`config.mk`:
```
export PLATFORM = sky130hd
export DESIGN_NAME = ccp_top
export DESIGN_NICKNAME = d
export VERILOG_FILES = /design/src/include/ccp_pkg.sv /design/src/logic/ccp_top.sv
export SDC_FILE = /design/constraint.sdc
export NUM_CORES = 1
export LEC_CHECK = 0
export BUFFER_PORTS_ARGS = -buffer_cell sky130_fd_sc_hd__buf_2
export CORE_UTILIZATION = 40
export DETAILED_ROUTE_END_ITERATION = 10
export GPL_TIMING_DRIVEN = 0
export PLACE_DENSITY = 0.63
export SETUP_SLACK_MARGIN = 0.15
export SYNTH_ARGS = -nofsm -noshare
export SYNTH_HDL_FRONTEND = slang
export SYNTH_SLANG_ARGS = --single-unit
export TNS_END_PERCENT = 100
```
`constraint.sdc`:
```
create_clock -name pclk -period 3 [get_ports pclk]
set_input_delay 0.6 -clock pclk [delete_from_list [all_inputs] [get_ports pclk]]
set_output_delay 0.6 -clock pclk [all_outputs]
set_load 0.02 [all_outputs]
```
`src/include/ccp_pkg.sv`:
```
// Register map, field positions and timing counts for the clock and power monitor block
package ccp_pkg;

    localparam int          ADDR_W         = 12;
    localparam int          DATA_W         = 32;

    localparam logic [11:0] ADDR_CLK_CTRL  = 12'h000;
    localparam logic [11:0] ADDR_DIVIDER   = 12'h004;
    localparam logic [11:0] ADDR_AUX       = 12'h008;
    localparam logic [11:0] ADDR_POWER     = 12'h00C;
    localparam logic [11:0] ADDR_IRQ_EN    = 12'h010;
    localparam logic [11:0] ADDR_STATUS    = 12'h014;

    localparam int          CLKOUT_EN_BIT  = 4;
    localparam int          BO_IRQ_SEL_BIT = 5;
    localparam int          BO_DIS_BIT     = 6;
    localparam int          BOF_BIT        = 5;
    localparam int          POF_BIT        = 4;
    localparam int          GIE_BIT        = 7;
    localparam int          BO_IEN_BIT     = 5;
    localparam int          ST_HOLD_BIT    = 0;
    localparam int          ST_BELOW_BIT   = 1;
    localparam int          ST_CLKOUT_BIT  = 2;
    localparam int          ST_OSC_LSB     = 4;

    localparam logic [7:0]  DIVIDER_RESET  = 8'h00;

    localparam logic [1:0]  CLKOUT_LAST    = 2'h2;
    localparam logic [2:0]  MACHINE_LAST   = 3'h5;
    localparam logic [10:0] WAKE_XTAL      = 11'h400;
    localparam logic [10:0] WAKE_RC_EXT    = 11'h100;

    typedef enum logic [2:0] {
        OSC_XTAL_LOW,
        OSC_XTAL_MED,
        OSC_XTAL_HIGH,
        OSC_RC,
        OSC_EXT
    } ccp_osc_type;

    typedef enum logic {
        WAKE_RUN,
        WAKE_COUNT
    } ccp_wake_type;

endpackage

```
`src/logic/ccp_top.sv`:
```
// CPU clock divider, clock output and power monitor flags behind an APB slave
//
// Summary of operation
// - Clock output only with RC or external clock
// - Clock output runs at one sixth CPU rate
// - Clock output keeps toggling during Idle
// - External clock frees second pin as port
// - Six CPU clocks per machine cycle; half rate
// - Half rate slows peripherals too
// - Divider zero passes oscillator or half rate
// - Divider N from 1 up divides by 2*(N+1)
// - Divider change accepted anytime without stall
// - Brownout resets, or interrupts when selected
// - Brownout reset held while supply stays low
// - One interrupt per falling threshold crossing
// - Interrupt needs global and brownout enable
// - Brownout flag sticky until software clears
// - Level select: 1 is 2.5 V, 0 is 3.8 V
// - Disable bit stops all brownout effects
// - Power-on flag sticky until software clears
// - Clock output needs enable and non-crystal source
// - Wake-up waits 1024 or 256 CPU clocks
`timescale 1ns/100ps

module ccp_top (
    input  wire logic                     pclk,
    input  wire logic                     presetn,
    input  wire logic                     psel,
    input  wire logic                     penable,
    input  wire logic                     pwrite,
    input  wire logic [ccp_pkg::ADDR_W-1:0] paddr,
    input  wire logic [ccp_pkg::DATA_W-1:0] pwdata,
    output logic      [ccp_pkg::DATA_W-1:0] prdata,
    output logic                          pready,
    output logic                          pslverr,
    input  wire logic [2:0]               osc_select_cfg,
    input  wire logic                     half_rate_config,
    input  wire logic                     brownout_level_select,
    input  wire logic                     supply_below_low,
    input  wire logic                     supply_below_high,
    input  wire logic                     power_on_detect,
    input  wire logic                     wake_request,
    input  wire logic                     port_pin_out,
    input  wire logic                     port_pin_oe,
    output logic                          clock_out_pin,
    output logic                          clock_out_oe,
    output logic                          cpu_clk_tick,
    output logic                          machine_cycle_tick,
    output logic                          cpu_hold,
    output logic                          brownout_reset,
    output logic                          brownout_irq_request
);
    import ccp_pkg::*;

    // Synchronised straps and analog comparator levels
    logic [7:0]   sync_meta;
    logic [7:0]   sync_q;
    ccp_osc_type  osc_mode;
    logic         half_rate;
    logic         level_sel;
    logic         below_low;
    logic         below_high;
    logic         por_level;
    logic         por_prev;

    // Software visible state
    logic         clock_out_enable;
    logic [7:0]   cpu_clock_divider;
    logic         brownout_irq_select;
    logic         brownout_disable;
    logic         brownout_flag;
    logic         power_on_flag;
    logic         global_irq_enable;
    logic         brownout_irq_enable;

    // Clock generation
    logic         half_phase;
    logic         base_tick;
    logic [7:0]   div_active;
    logic [8:0]   div_count;
    logic [8:0]   div_limit;
    logic         next_cpu_tick;
    logic [2:0]   machine_count;
    logic [1:0]   clkout_count;
    logic         clkout_active;
    logic         port_mode;
    logic         is_xtal;

    // Brownout
    logic         below;
    logic         below_prev;
    logic         bo_edge;
    logic         bof_clear;
    logic         pof_clear;

    // Wake-up
    ccp_wake_type wake_state;
    ccp_wake_type next_wake_state;
    logic [10:0]  wake_count;
    logic [10:0]  wake_target;

    // APB
    logic         access;
    logic         wr_fire;
    logic [31:0]  read_word;

    function automatic logic addr_mapped(input logic [ADDR_W-1:0] a);
        addr_mapped = (a == ADDR_CLK_CTRL) || (a == ADDR_DIVIDER) || (a == ADDR_AUX) ||
                      (a == ADDR_POWER) || (a == ADDR_IRQ_EN) || (a == ADDR_STATUS);
    endfunction

    function automatic logic osc_is_xtal(input ccp_osc_type m);
        osc_is_xtal = !((m == OSC_RC) || (m == OSC_EXT));
    endfunction

    // Every strap and comparator level passes two flops first
    always_ff @(posedge pclk or negedge presetn) begin
        if (!presetn) begin
            sync_meta <= 8'h00;
            sync_q    <= 8'h00;
        end else begin
            sync_meta <= {osc_select_cfg, half_rate_config, brownout_level_select,
                          supply_below_low, supply_below_high, power_on_detect};
            sync_q    <= sync_meta;
        end
    end

    assign osc_mode   = ccp_osc_type'(sync_q[7:5]);
    assign half_rate  = sync_q[4];
    assign level_sel  = sync_q[3];
    assign below_low  = sync_q[2];
    assign below_high = sync_q[1];
    assign por_level  = sync_q[0];
    assign is_xtal    = osc_is_xtal(osc_mode);
    // Undefined strap codes fall back to crystal, the safe choice for the pin
    assign port_mode  = !is_xtal;

    // APB slave, one wait state
    assign access  = psel & penable;
    assign wr_fire = access & pready & pwrite & addr_mapped(paddr);

    always_comb begin
        read_word = 32'h0000_0000;
        case (paddr)
            ADDR_CLK_CTRL: read_word[CLKOUT_EN_BIT] = clock_out_enable;
            ADDR_DIVIDER:  read_word[7:0] = cpu_clock_divider;
            ADDR_AUX: begin
                read_word[BO_IRQ_SEL_BIT] = brownout_irq_select;
                read_word[BO_DIS_BIT]     = brownout_disable;
            end
            ADDR_POWER: begin
                read_word[BOF_BIT] = brownout_flag;
                read_word[POF_BIT] = power_on_flag;
            end
            ADDR_IRQ_EN: begin
                read_word[GIE_BIT]    = global_irq_enable;
                read_word[BO_IEN_BIT] = brownout_irq_enable;
            end
            ADDR_STATUS: begin
                read_word[ST_HOLD_BIT]                = cpu_hold;
                read_word[ST_BELOW_BIT]               = below;
                read_word[ST_CLKOUT_BIT]              = clkout_active;
                read_word[ST_OSC_LSB+2:ST_OSC_LSB]    = osc_mode;
            end
            default: read_word = 32'h0000_0000;
        endcase
    end

    always_ff @(posedge pclk or negedge presetn) begin
        if (!presetn) begin
            pready  <= 1'b0;
            pslverr <= 1'b0;
            prdata  <= 32'h0000_0000;
        end else begin
            pready  <= access & !pready;
            pslverr <= access & !pready & !addr_mapped(paddr);
            prdata  <= (access & !pready & !pwrite) ? read_word : 32'h0000_0000;
        end
    end

    // Control registers
    always_ff @(posedge pclk or negedge presetn) begin
        if (!presetn) begin
            clock_out_enable    <= 1'b0;
            cpu_clock_divider   <= DIVIDER_RESET;
            brownout_irq_select <= 1'b0;
            brownout_disable    <= 1'b0;
            global_irq_enable   <= 1'b0;
            brownout_irq_enable <= 1'b0;
        end else if (wr_fire) begin
            case (paddr)
                ADDR_CLK_CTRL: clock_out_enable <= pwdata[CLKOUT_EN_BIT];
                ADDR_DIVIDER:  cpu_clock_divider <= pwdata[7:0];
                ADDR_AUX: begin
                    brownout_irq_select <= pwdata[BO_IRQ_SEL_BIT];
                    brownout_disable    <= pwdata[BO_DIS_BIT];
                end
                ADDR_IRQ_EN: begin
                    global_irq_enable   <= pwdata[GIE_BIT];
                    brownout_irq_enable <= pwdata[BO_IEN_BIT];
                end
                default: clock_out_enable <= clock_out_enable;
            endcase
        end
    end

    // Sticky flags, write one to clear, a new event wins over the clear
    assign bof_clear = wr_fire && (paddr == ADDR_POWER) && pwdata[BOF_BIT];
    assign pof_clear = wr_fire && (paddr == ADDR_POWER) && pwdata[POF_BIT];

    always_ff @(posedge pclk or negedge presetn) begin
        if (!presetn) begin
            brownout_flag <= 1'b0;
            power_on_flag <= 1'b0;
            por_prev      <= 1'b0;
        end else begin
            por_prev <= por_level;
            if (bo_edge) begin
                brownout_flag <= 1'b1;
            end else if (bof_clear) begin
                brownout_flag <= 1'b0;
            end
            if (por_level && !por_prev) begin
                power_on_flag <= 1'b1;
            end else if (pof_clear) begin
                power_on_flag <= 1'b0;
            end
        end
    end

    // Brownout detection
    assign below   = level_sel ? below_low : below_high;
    assign bo_edge = !brownout_disable && below && !below_prev;

    always_ff @(posedge pclk or negedge presetn) begin
        if (!presetn) begin
            below_prev           <= 1'b0;
            brownout_reset       <= 1'b0;
            brownout_irq_request <= 1'b0;
        end else begin
            below_prev           <= below;
            brownout_reset       <= !brownout_disable && !brownout_irq_select && below;
            // Edge only, so a long sag raises one request
            brownout_irq_request <= bo_edge && brownout_irq_select &&
                                    global_irq_enable && brownout_irq_enable;
        end
    end

    // CPU clock strobe; half rate also slows every peripheral using the strobe
    assign base_tick = !half_rate || half_phase;
    assign div_limit = {div_active, 1'b1};
    assign next_cpu_tick = base_tick && (div_active == cpu_clock_divider) &&
                           ((div_active == 8'h00) || (div_count == div_limit));

    always_ff @(posedge pclk or negedge presetn) begin
        if (!presetn) begin
            half_phase <= 1'b0;
            div_active <= DIVIDER_RESET;
            div_count  <= 9'h000;
        end else begin
            half_phase <= half_rate && !half_phase;
            if (div_active != cpu_clock_divider) begin
                // Restart the period so no strobe comes early
                div_active <= cpu_clock_divider;
                div_count  <= 9'h000;
            end else if (base_tick && (div_active != 8'h00)) begin
                div_count <= (div_count == div_limit) ? 9'h000 : 9'(div_count + 9'h001);
            end
        end
    end

    always_ff @(posedge pclk or negedge presetn) begin
        if (!presetn) begin
            cpu_clk_tick       <= 1'b0;
            machine_count      <= 3'h0;
            machine_cycle_tick <= 1'b0;
        end else begin
            cpu_clk_tick       <= next_cpu_tick;
            machine_cycle_tick <= next_cpu_tick && (machine_count == MACHINE_LAST);
            if (next_cpu_tick) begin
                machine_count <= (machine_count == MACHINE_LAST) ? 3'h0 :
                                 3'(machine_count + 3'h1);
            end
        end
    end

    // Clock output, independent of Idle since only the enable bit and the oscillator gate it
    assign clkout_active = clock_out_enable && !is_xtal;

    always_ff @(posedge pclk or negedge presetn) begin
        if (!presetn) begin
            clkout_count  <= 2'h0;
            clock_out_pin <= 1'b0;
            clock_out_oe  <= 1'b0;
        end else begin
            clock_out_oe <= clkout_active || (port_mode && port_pin_oe);
            if (clkout_active) begin
                if (next_cpu_tick) begin
                    if (clkout_count == CLKOUT_LAST) begin
                        clkout_count  <= 2'h0;
                        clock_out_pin <= !clock_out_pin;
                    end else begin
                        clkout_count <= 2'(clkout_count + 2'h1);
                    end
                end
            end else begin
                clkout_count  <= 2'h0;
                clock_out_pin <= port_mode ? port_pin_out : 1'b0;
            end
        end
    end

    // Wake-up stability count after Power Down
    assign wake_target = is_xtal ? WAKE_XTAL : WAKE_RC_EXT;

    always_comb begin
        next_wake_state = wake_state;
        case (wake_state)
            WAKE_RUN:   if (wake_request) next_wake_state = WAKE_COUNT;
            WAKE_COUNT: if (next_cpu_tick && (wake_count == 11'(wake_target - 11'h001)))
                            next_wake_state = WAKE_RUN;
            default:    next_wake_state = WAKE_RUN;
        endcase
    end

    always_ff @(posedge pclk or negedge presetn) begin
        if (!presetn) begin
            wake_state <= WAKE_RUN;
            wake_count <= 11'h000;
            cpu_hold   <= 1'b0;
        end else begin
            wake_state <= next_wake_state;
            cpu_hold   <= (next_wake_state == WAKE_COUNT);
            if (wake_state == WAKE_RUN) begin
                wake_count <= 11'h000;
            end else if (next_cpu_tick) begin
                wake_count <= 11'(wake_count + 11'h001);
            end
        end
    end

    a_xtal_no_clkout: assert property (@(posedge pclk) disable iff (!presetn)
        $past(is_xtal) |-> (!clock_out_oe && !clock_out_pin))
        else $error("clock output driven with crystal source");

    a_clkout_third: assert property (@(posedge pclk) disable iff (!presetn)
        ($past(clkout_active) && clkout_active && $changed(clock_out_pin))
        |-> ($past(clkout_count) == CLKOUT_LAST && $past(next_cpu_tick)))
        else $error("clock output toggled off the third strobe");

    a_bo_reset_hold: assert property (@(posedge pclk) disable iff (!presetn)
        (!brownout_disable && !brownout_irq_select && below)[*2] |-> brownout_reset)
        else $error("brownout reset not held while supply low");

    a_bo_irq_once: assert property (@(posedge pclk) disable iff (!presetn)
        brownout_irq_request |=> !brownout_irq_request)
        else $error("brownout request longer than one event");

    a_irq_gated: assert property (@(posedge pclk) disable iff (!presetn)
        brownout_irq_request |-> $past(global_irq_enable && brownout_irq_enable))
        else $error("brownout request without both enables");

    a_bof_sticky: assert property (@(posedge pclk) disable iff (!presetn)
        (brownout_flag && !bof_clear) |=> brownout_flag)
        else $error("brownout flag lost without clear");

    a_bod_off: assert property (@(posedge pclk) disable iff (!presetn)
        ($past(brownout_disable) && brownout_disable) |->
        (!brownout_reset && !brownout_irq_request && !bo_edge))
        else $error("brownout activity while disabled");

    a_pof_sticky: assert property (@(posedge pclk) disable iff (!presetn)
        (power_on_flag && !pof_clear) |=> power_on_flag)
        else $error("power-on flag lost without clear");

    a_div_reload: assert property (@(posedge pclk) disable iff (!presetn)
        (div_active != cpu_clock_divider) |=> (div_count == 9'h000 && !cpu_clk_tick))
        else $error("divider did not reload on change");

endmodule

```
# Word level (Yosys, flattened, before mapping)
# Index checks and enable logic that the tools add are counted.
# W data, S select, Z words.
[word_totals]
inputBits = 60
romBits = 0
ramBits = 0
register_bits = 84
latch_bits = 0
n_memories = 0
output_inout_bits = 41
[classes]
n_mux = 29
bitwise = 8
order_cmp = 0
shift = 0
div = 0
n_eq_ne = 16
add_sub_neg = 5
n_reduce_logical = 49
mul = 0
[op_table]
columns = ["operator", "n"]
rows = [
  ["$mux W11", 3],
  ["$mux W9", 3],
  ["$eq A12 B4 Y1 const B", 2],
  ["$eq A12 B5 Y1 const B", 2],
  ["$logic_and A1 B1 Y1", 19],
  ["$eq A12 B3 Y1 const B", 1],
  ["$logic_not A12 Y1", 1],
  ["$mux W1", 12],
  ["$add A11 B1 Y11 const B", 1],
  ["$eq A11 B11 Y1", 1],
  ["$sub A11 B1 Y11 const B", 1],
  ["$logic_not A1 Y1", 10],
  ["$reduce_and A2 Y1", 5],
  ["$add A9 B1 Y9 const B", 1],
  ["$eq A9 B9 Y1", 1],
  ["$logic_or A1 B1 Y1", 9],
  ["$eq A8 B8 Y1", 1],
  ["$logic_not A8 Y1", 1],
  ["$mux W8", 1],
  ["$ne A8 B8 Y1", 1],
  ["$reduce_bool A8 Y1", 1],
  ["$and A1 B1 Y1", 7],
  ["$eq A3 B3 Y1 const B", 2],
  ["$mux W2", 3],
  ["other kinds (14)", 18],
]

# Longest topological paths before layout
[logic_depth]
ltp_word = 11
ltp_mapped = 8
mapped_depth_nobuf = 7

# Worst setup path after synthesis
# No wires, ideal clock.
[synth_path]
path_type = "reg-to-reg"
start = "register div_active[4]"
end = "register wake_count[6]"
arrival_ns = 2.194
path_stages_with_launch = 8
setup_slack_ns = 0.728
setup_ns = 0.078
path_buffers = 1
synth_period_minus_slack_ns = 2.272
cell_sequence = "dfrtp_1 > or4_1 > nor2_2 > a31oi_1 > or3_4 > buf_6 > or4_1 > a21oi_1"
[synth_between]
elab_chain_len = 4
elab_cells_between_ends = 7
cone_classes = "eq/ne: 3; reduce/logical: 4"
[synth_rtl]
columns = ["item", "line", "rtl"]
rows = [
  ["start, declared", "ccp_top.sv:79", "logic [7:0] div_active;"],
  ["start signal, assigned", "ccp_top.sv:264", "div_active <= cpu_clock_divider;"],
  ["$eq A9 B9 Y1 (tied with other cells)", "ccp_top.sv:253", "((div_active == 8'h00) || (div_count == div_limit));"],
  ["$logic_or A1 B1 Y1 / $logic_and A1 B1 Y1 (equally long branches)", "ccp_top.sv:253, ccp_top.sv:252", ""],
  ["$logic_and A1 B1 Y1 (*)", "ccp_top.sv:252", "assign next_cpu_tick = base_tick && (div_active == cpu_clock_divider) &&"],
  ["$ne A2 B2 Y1 (no line) (*)", "--", ""],
  ["end signal, assigned", "ccp_top.sv:337", "wake_count <= 11'(wake_count + 11'h001);"],
  ["end, declared", "ccp_top.sv:99", "logic [10:0] wake_count;"],
]
# Mark *: on every way between the ends. The rest lies on a longest branch, timed or not.
# A chain may end at the register's enable or synchronous reset.

# Worst setup path after layout
# Same ends and word-level chain as after synthesis.

==> results.py <==
metrics = {
    "finish": {
        "nNetsFinal": 501,
        "layout_commonest_cell": "dfrtp_1",
        "final_cell_mix": "dfrtp_1, buf_2, nand2_1",
        "area_growth_pct": 18.4,
        "drive_above_1_share_pct": 26.9,
        "fin_util_pct": 48.8,
        "antenna_cells": 0,
        "fill_cells": 871,
    },
    "critical_path": {
        "cp_max_fo": 10,
        "critical_path.endpoint_type": "flop",
        "reg2reg_slack_ps": 530,
        "worstPathCellList": "or4_1, nor2_2, a31oi_1, or3_4, buf_6, clkbuf_1, o31ai_1, a21oi_1",
        "path_buf_inv": 2,
        "timing.rr.end": "wake_count[6]",
        "crit_family": "simple AND/OR/NAND/NOR gates",
        "cpMaxStageDelayCell": "or4_1",
        "cp-start-kind": "flop",
        "slowest_delay_ps": 540,
        "worstPathRequired_ps": 3220,
        "reg2reg_depth": 8,
        "r2r_start": "div_active[4]",
        "critical_path_class": "flop to flop",
        "arrival_ps": 2690,
    },
    "cts": {
        "ctsResizeCount": 0,
        "cts.sinks": 84,
        "cts_setup_buffers": 0,
        "clock_tree.root_cell": "clkbuf_8",
        "cts_hold_buf": 0,
        "cts_tree": "done",
        "cts_buffers": 9,
        "clockBufferDepth": 2,
        "clk_latency_ps": 350,
        "htree_levels": 3,
        "clkSlewWorstSetupHoldPaths_ps": 80,
    },
    "yosys": {
        "synth-main-ff-cell": "dfrtp_1",
        "ys_seq_area_share_pct": 55.5,
        "async_flop_share_pct": 100,
        "avgSynthCellArea_um2": 10.8,
        "synth-seq-cells": 84,
        "syn_inst": 352,
        "yosysWarnings": 0,
        "synthesis.area_um2": 3790,
        "yosysUniqueCellTypes": 45,
        "synth-edff-count": 0,
    },
    "global_route": {
        "grt_max_degree": 64,
        "grt_antenna_before_repair": 0,
        "grt_usage_pct": 16.2,
        "grt_pass1_vias": 2543,
        "grt_pass1_wl_um": 12500,
        "overflow": 0,
    },
    "timing": {
        "setup_total_negative_slack_ps": 0,
        "tightest_slew_ps": 806,
        "post-route-min-period_ps": 2470,
        "hold_viol": 0,
        "period_share_pct": 82.3,
        "worst_clock_skew_ps": 10.4,
        "rsz0062_at_grt": "false",
        "maxSlewHeadroom_pct": 45.7,
        "fmax_mhz": 405,
        "setup_viol": 0,
        "drv_slew": 0,
    },
    "job": {
        "drv_cap": 0,
    },
    "floorplanning": {
        "die_x_um": 99.3,
        "row_count": 35,
        "initial_core_util_pct": 41.2,
        "die-area_um2": 9860,
        "io_pins": 101,
        "die_h_um": 99.3,
        "core_um2": 9200,
    },
    "route": {
        "via_per_inst": 4.88,
        "wl_um": 7390,
        "drtIter0Drc": 114,
        "dr_total_vias": 2701,
        "antenna_left": 0,
        "wl_per_cell_um": 13.3,
        "drtPass1Iterations": 6,
        "drc": 0,
    },
    "hold_path": {
        "hp-class": "input port to asynchronous set/reset pin",
    },
    "placed_design": {
        "port_buffers": 52,
        "routabilityCongestion": 0.788,
        "dp.final_hpwl_um": 5430,
    },
    "power": {
        "peakVddDrop_mv": 0.379,
        "power.density_nw_per_um2": 526,
        "p_leak_uw": 0.00229,
    },
    "outcome": {
        "status": "finished, final reports clean",
    },
}
-- synthesized netlist by cell type (all sizes together), types with 7 or more instances --
cell | number | share of area [%]
dfrtp | 84 | 56
nand2 | 28 | 2.8
buf | 25 | 5.1
nor2 | 24 | 2.4
a21oi | 22 | 2.9
mux2 | 18 | 5.4
clkbuf | 16 | 1.6
o21ai | 15 | 2.0
xor2 | 15 | 3.5
and3 | 9 | 1.5
inv | 9 | 0.89
nor3 | 9 | 1.2
or3b | 7 | 1.6
or4 | 7 | 1.4
-- power breakdown --
group	total, uW	switching (uW)	internal (uW)	leakage [uW]
sequential	1280	60.7	1220	0.00109
combinational	322	185	137	0.00110
clock	763	385	378	0.0000959
total	2360	631	1730	0.00229
-- state kept, by name (all words and copies together) (netlist names), 3 cells and up --
| name | count |
|---|---|
| div_active | 8 |
| div_count | 9 |
| prdata | 8 |
| wake_count | 11 |
| machine_count | 3 |
| sync_q | 8 |
| cpu_clock_divider | 8 |
| sync_meta | 8 |
-- per-layer routing --
layer / up-vias / track usage [%] / share of wire (%)
li1: 1339 / - / -
met1: 1290 / 22.6 / 48
met2: 61 / 24.8 / 47
met3: 11 / 4.15 / 4.6
met4: 0 / 5.43 / 1.4
met5: - / 0 / 0
-- how the worst max path moves through the flow --
| stage | from | cells after the start | endpoint | slack, ps |
|---|---|---|---|---|
| final | div_active[4] | 8 | wake_count[6] | 530 |
| after global placement | paddr[7] | 7 | cpu_clock_divider[1] | 470 |
| after floorplan | div_active[4] | 7 | wake_count[6] | 730 |
| after detailed placement | paddr[7] | 7 | cpu_clock_divider[1] | 450 |
| after global routing | div_active[4] | 8 | wake_count[10] | 430 |
| after CTS | div_active[4] | 8 | wake_count[10] | 520 |
-- area by class of cell --
type                       instances  area [um2]  area share (%)
buffer                            41         251            5.61
clock buffer                      10         128            2.85
clock inverter                     5        53.8            1.20
inverter                           9        33.8           0.753
multi-input combinational        241        1490            33.1
sequential                        84        2100            46.9
tap                              111         139            3.10
timing repair buffer              53         290            6.47
-- cells by family (layout without fill, tap and decap cells) --
kind of cell	count (synthesis)	count (layout)	synth area share (%)
flip-flops	84	84	55.5
XOR/XNOR	20	20	4.63
adder cells (fa/ha/maj)	2	2	0.661
AO/OA/AOI/OAI	50	50	7.43
multiplexers	23	23	6.67
buffers and inverters	50	118	7.53
other	1	24	0.0990
AND/OR/NAND/NOR	122	122	17.5
-- stage by stage --
| step | cells | total power [uW] | hold WS (ps) | area, um2 | worst slack (ps) |
|---|---|---|---|---|---|
| 4_1_cts | 554 | 2390 | 127 | 4480 | 518 |
| 5_1_grt | 554 | 2490 | 139 | 4480 | 429 |
| 3_3_place_gp | 538 | 1600 | 333 | 4270 | 472 |
| 2_1_floorplan | 375 | 1510 | 304 | 3870 | 728 |
| 3_5_place_dp | 539 | 1620 | 337 | 4300 | 450 |
| 6_report | 554 | 2360 | 131 | 4480 | 530 |
No activity file was read; power rests on OpenSTA's default activity.
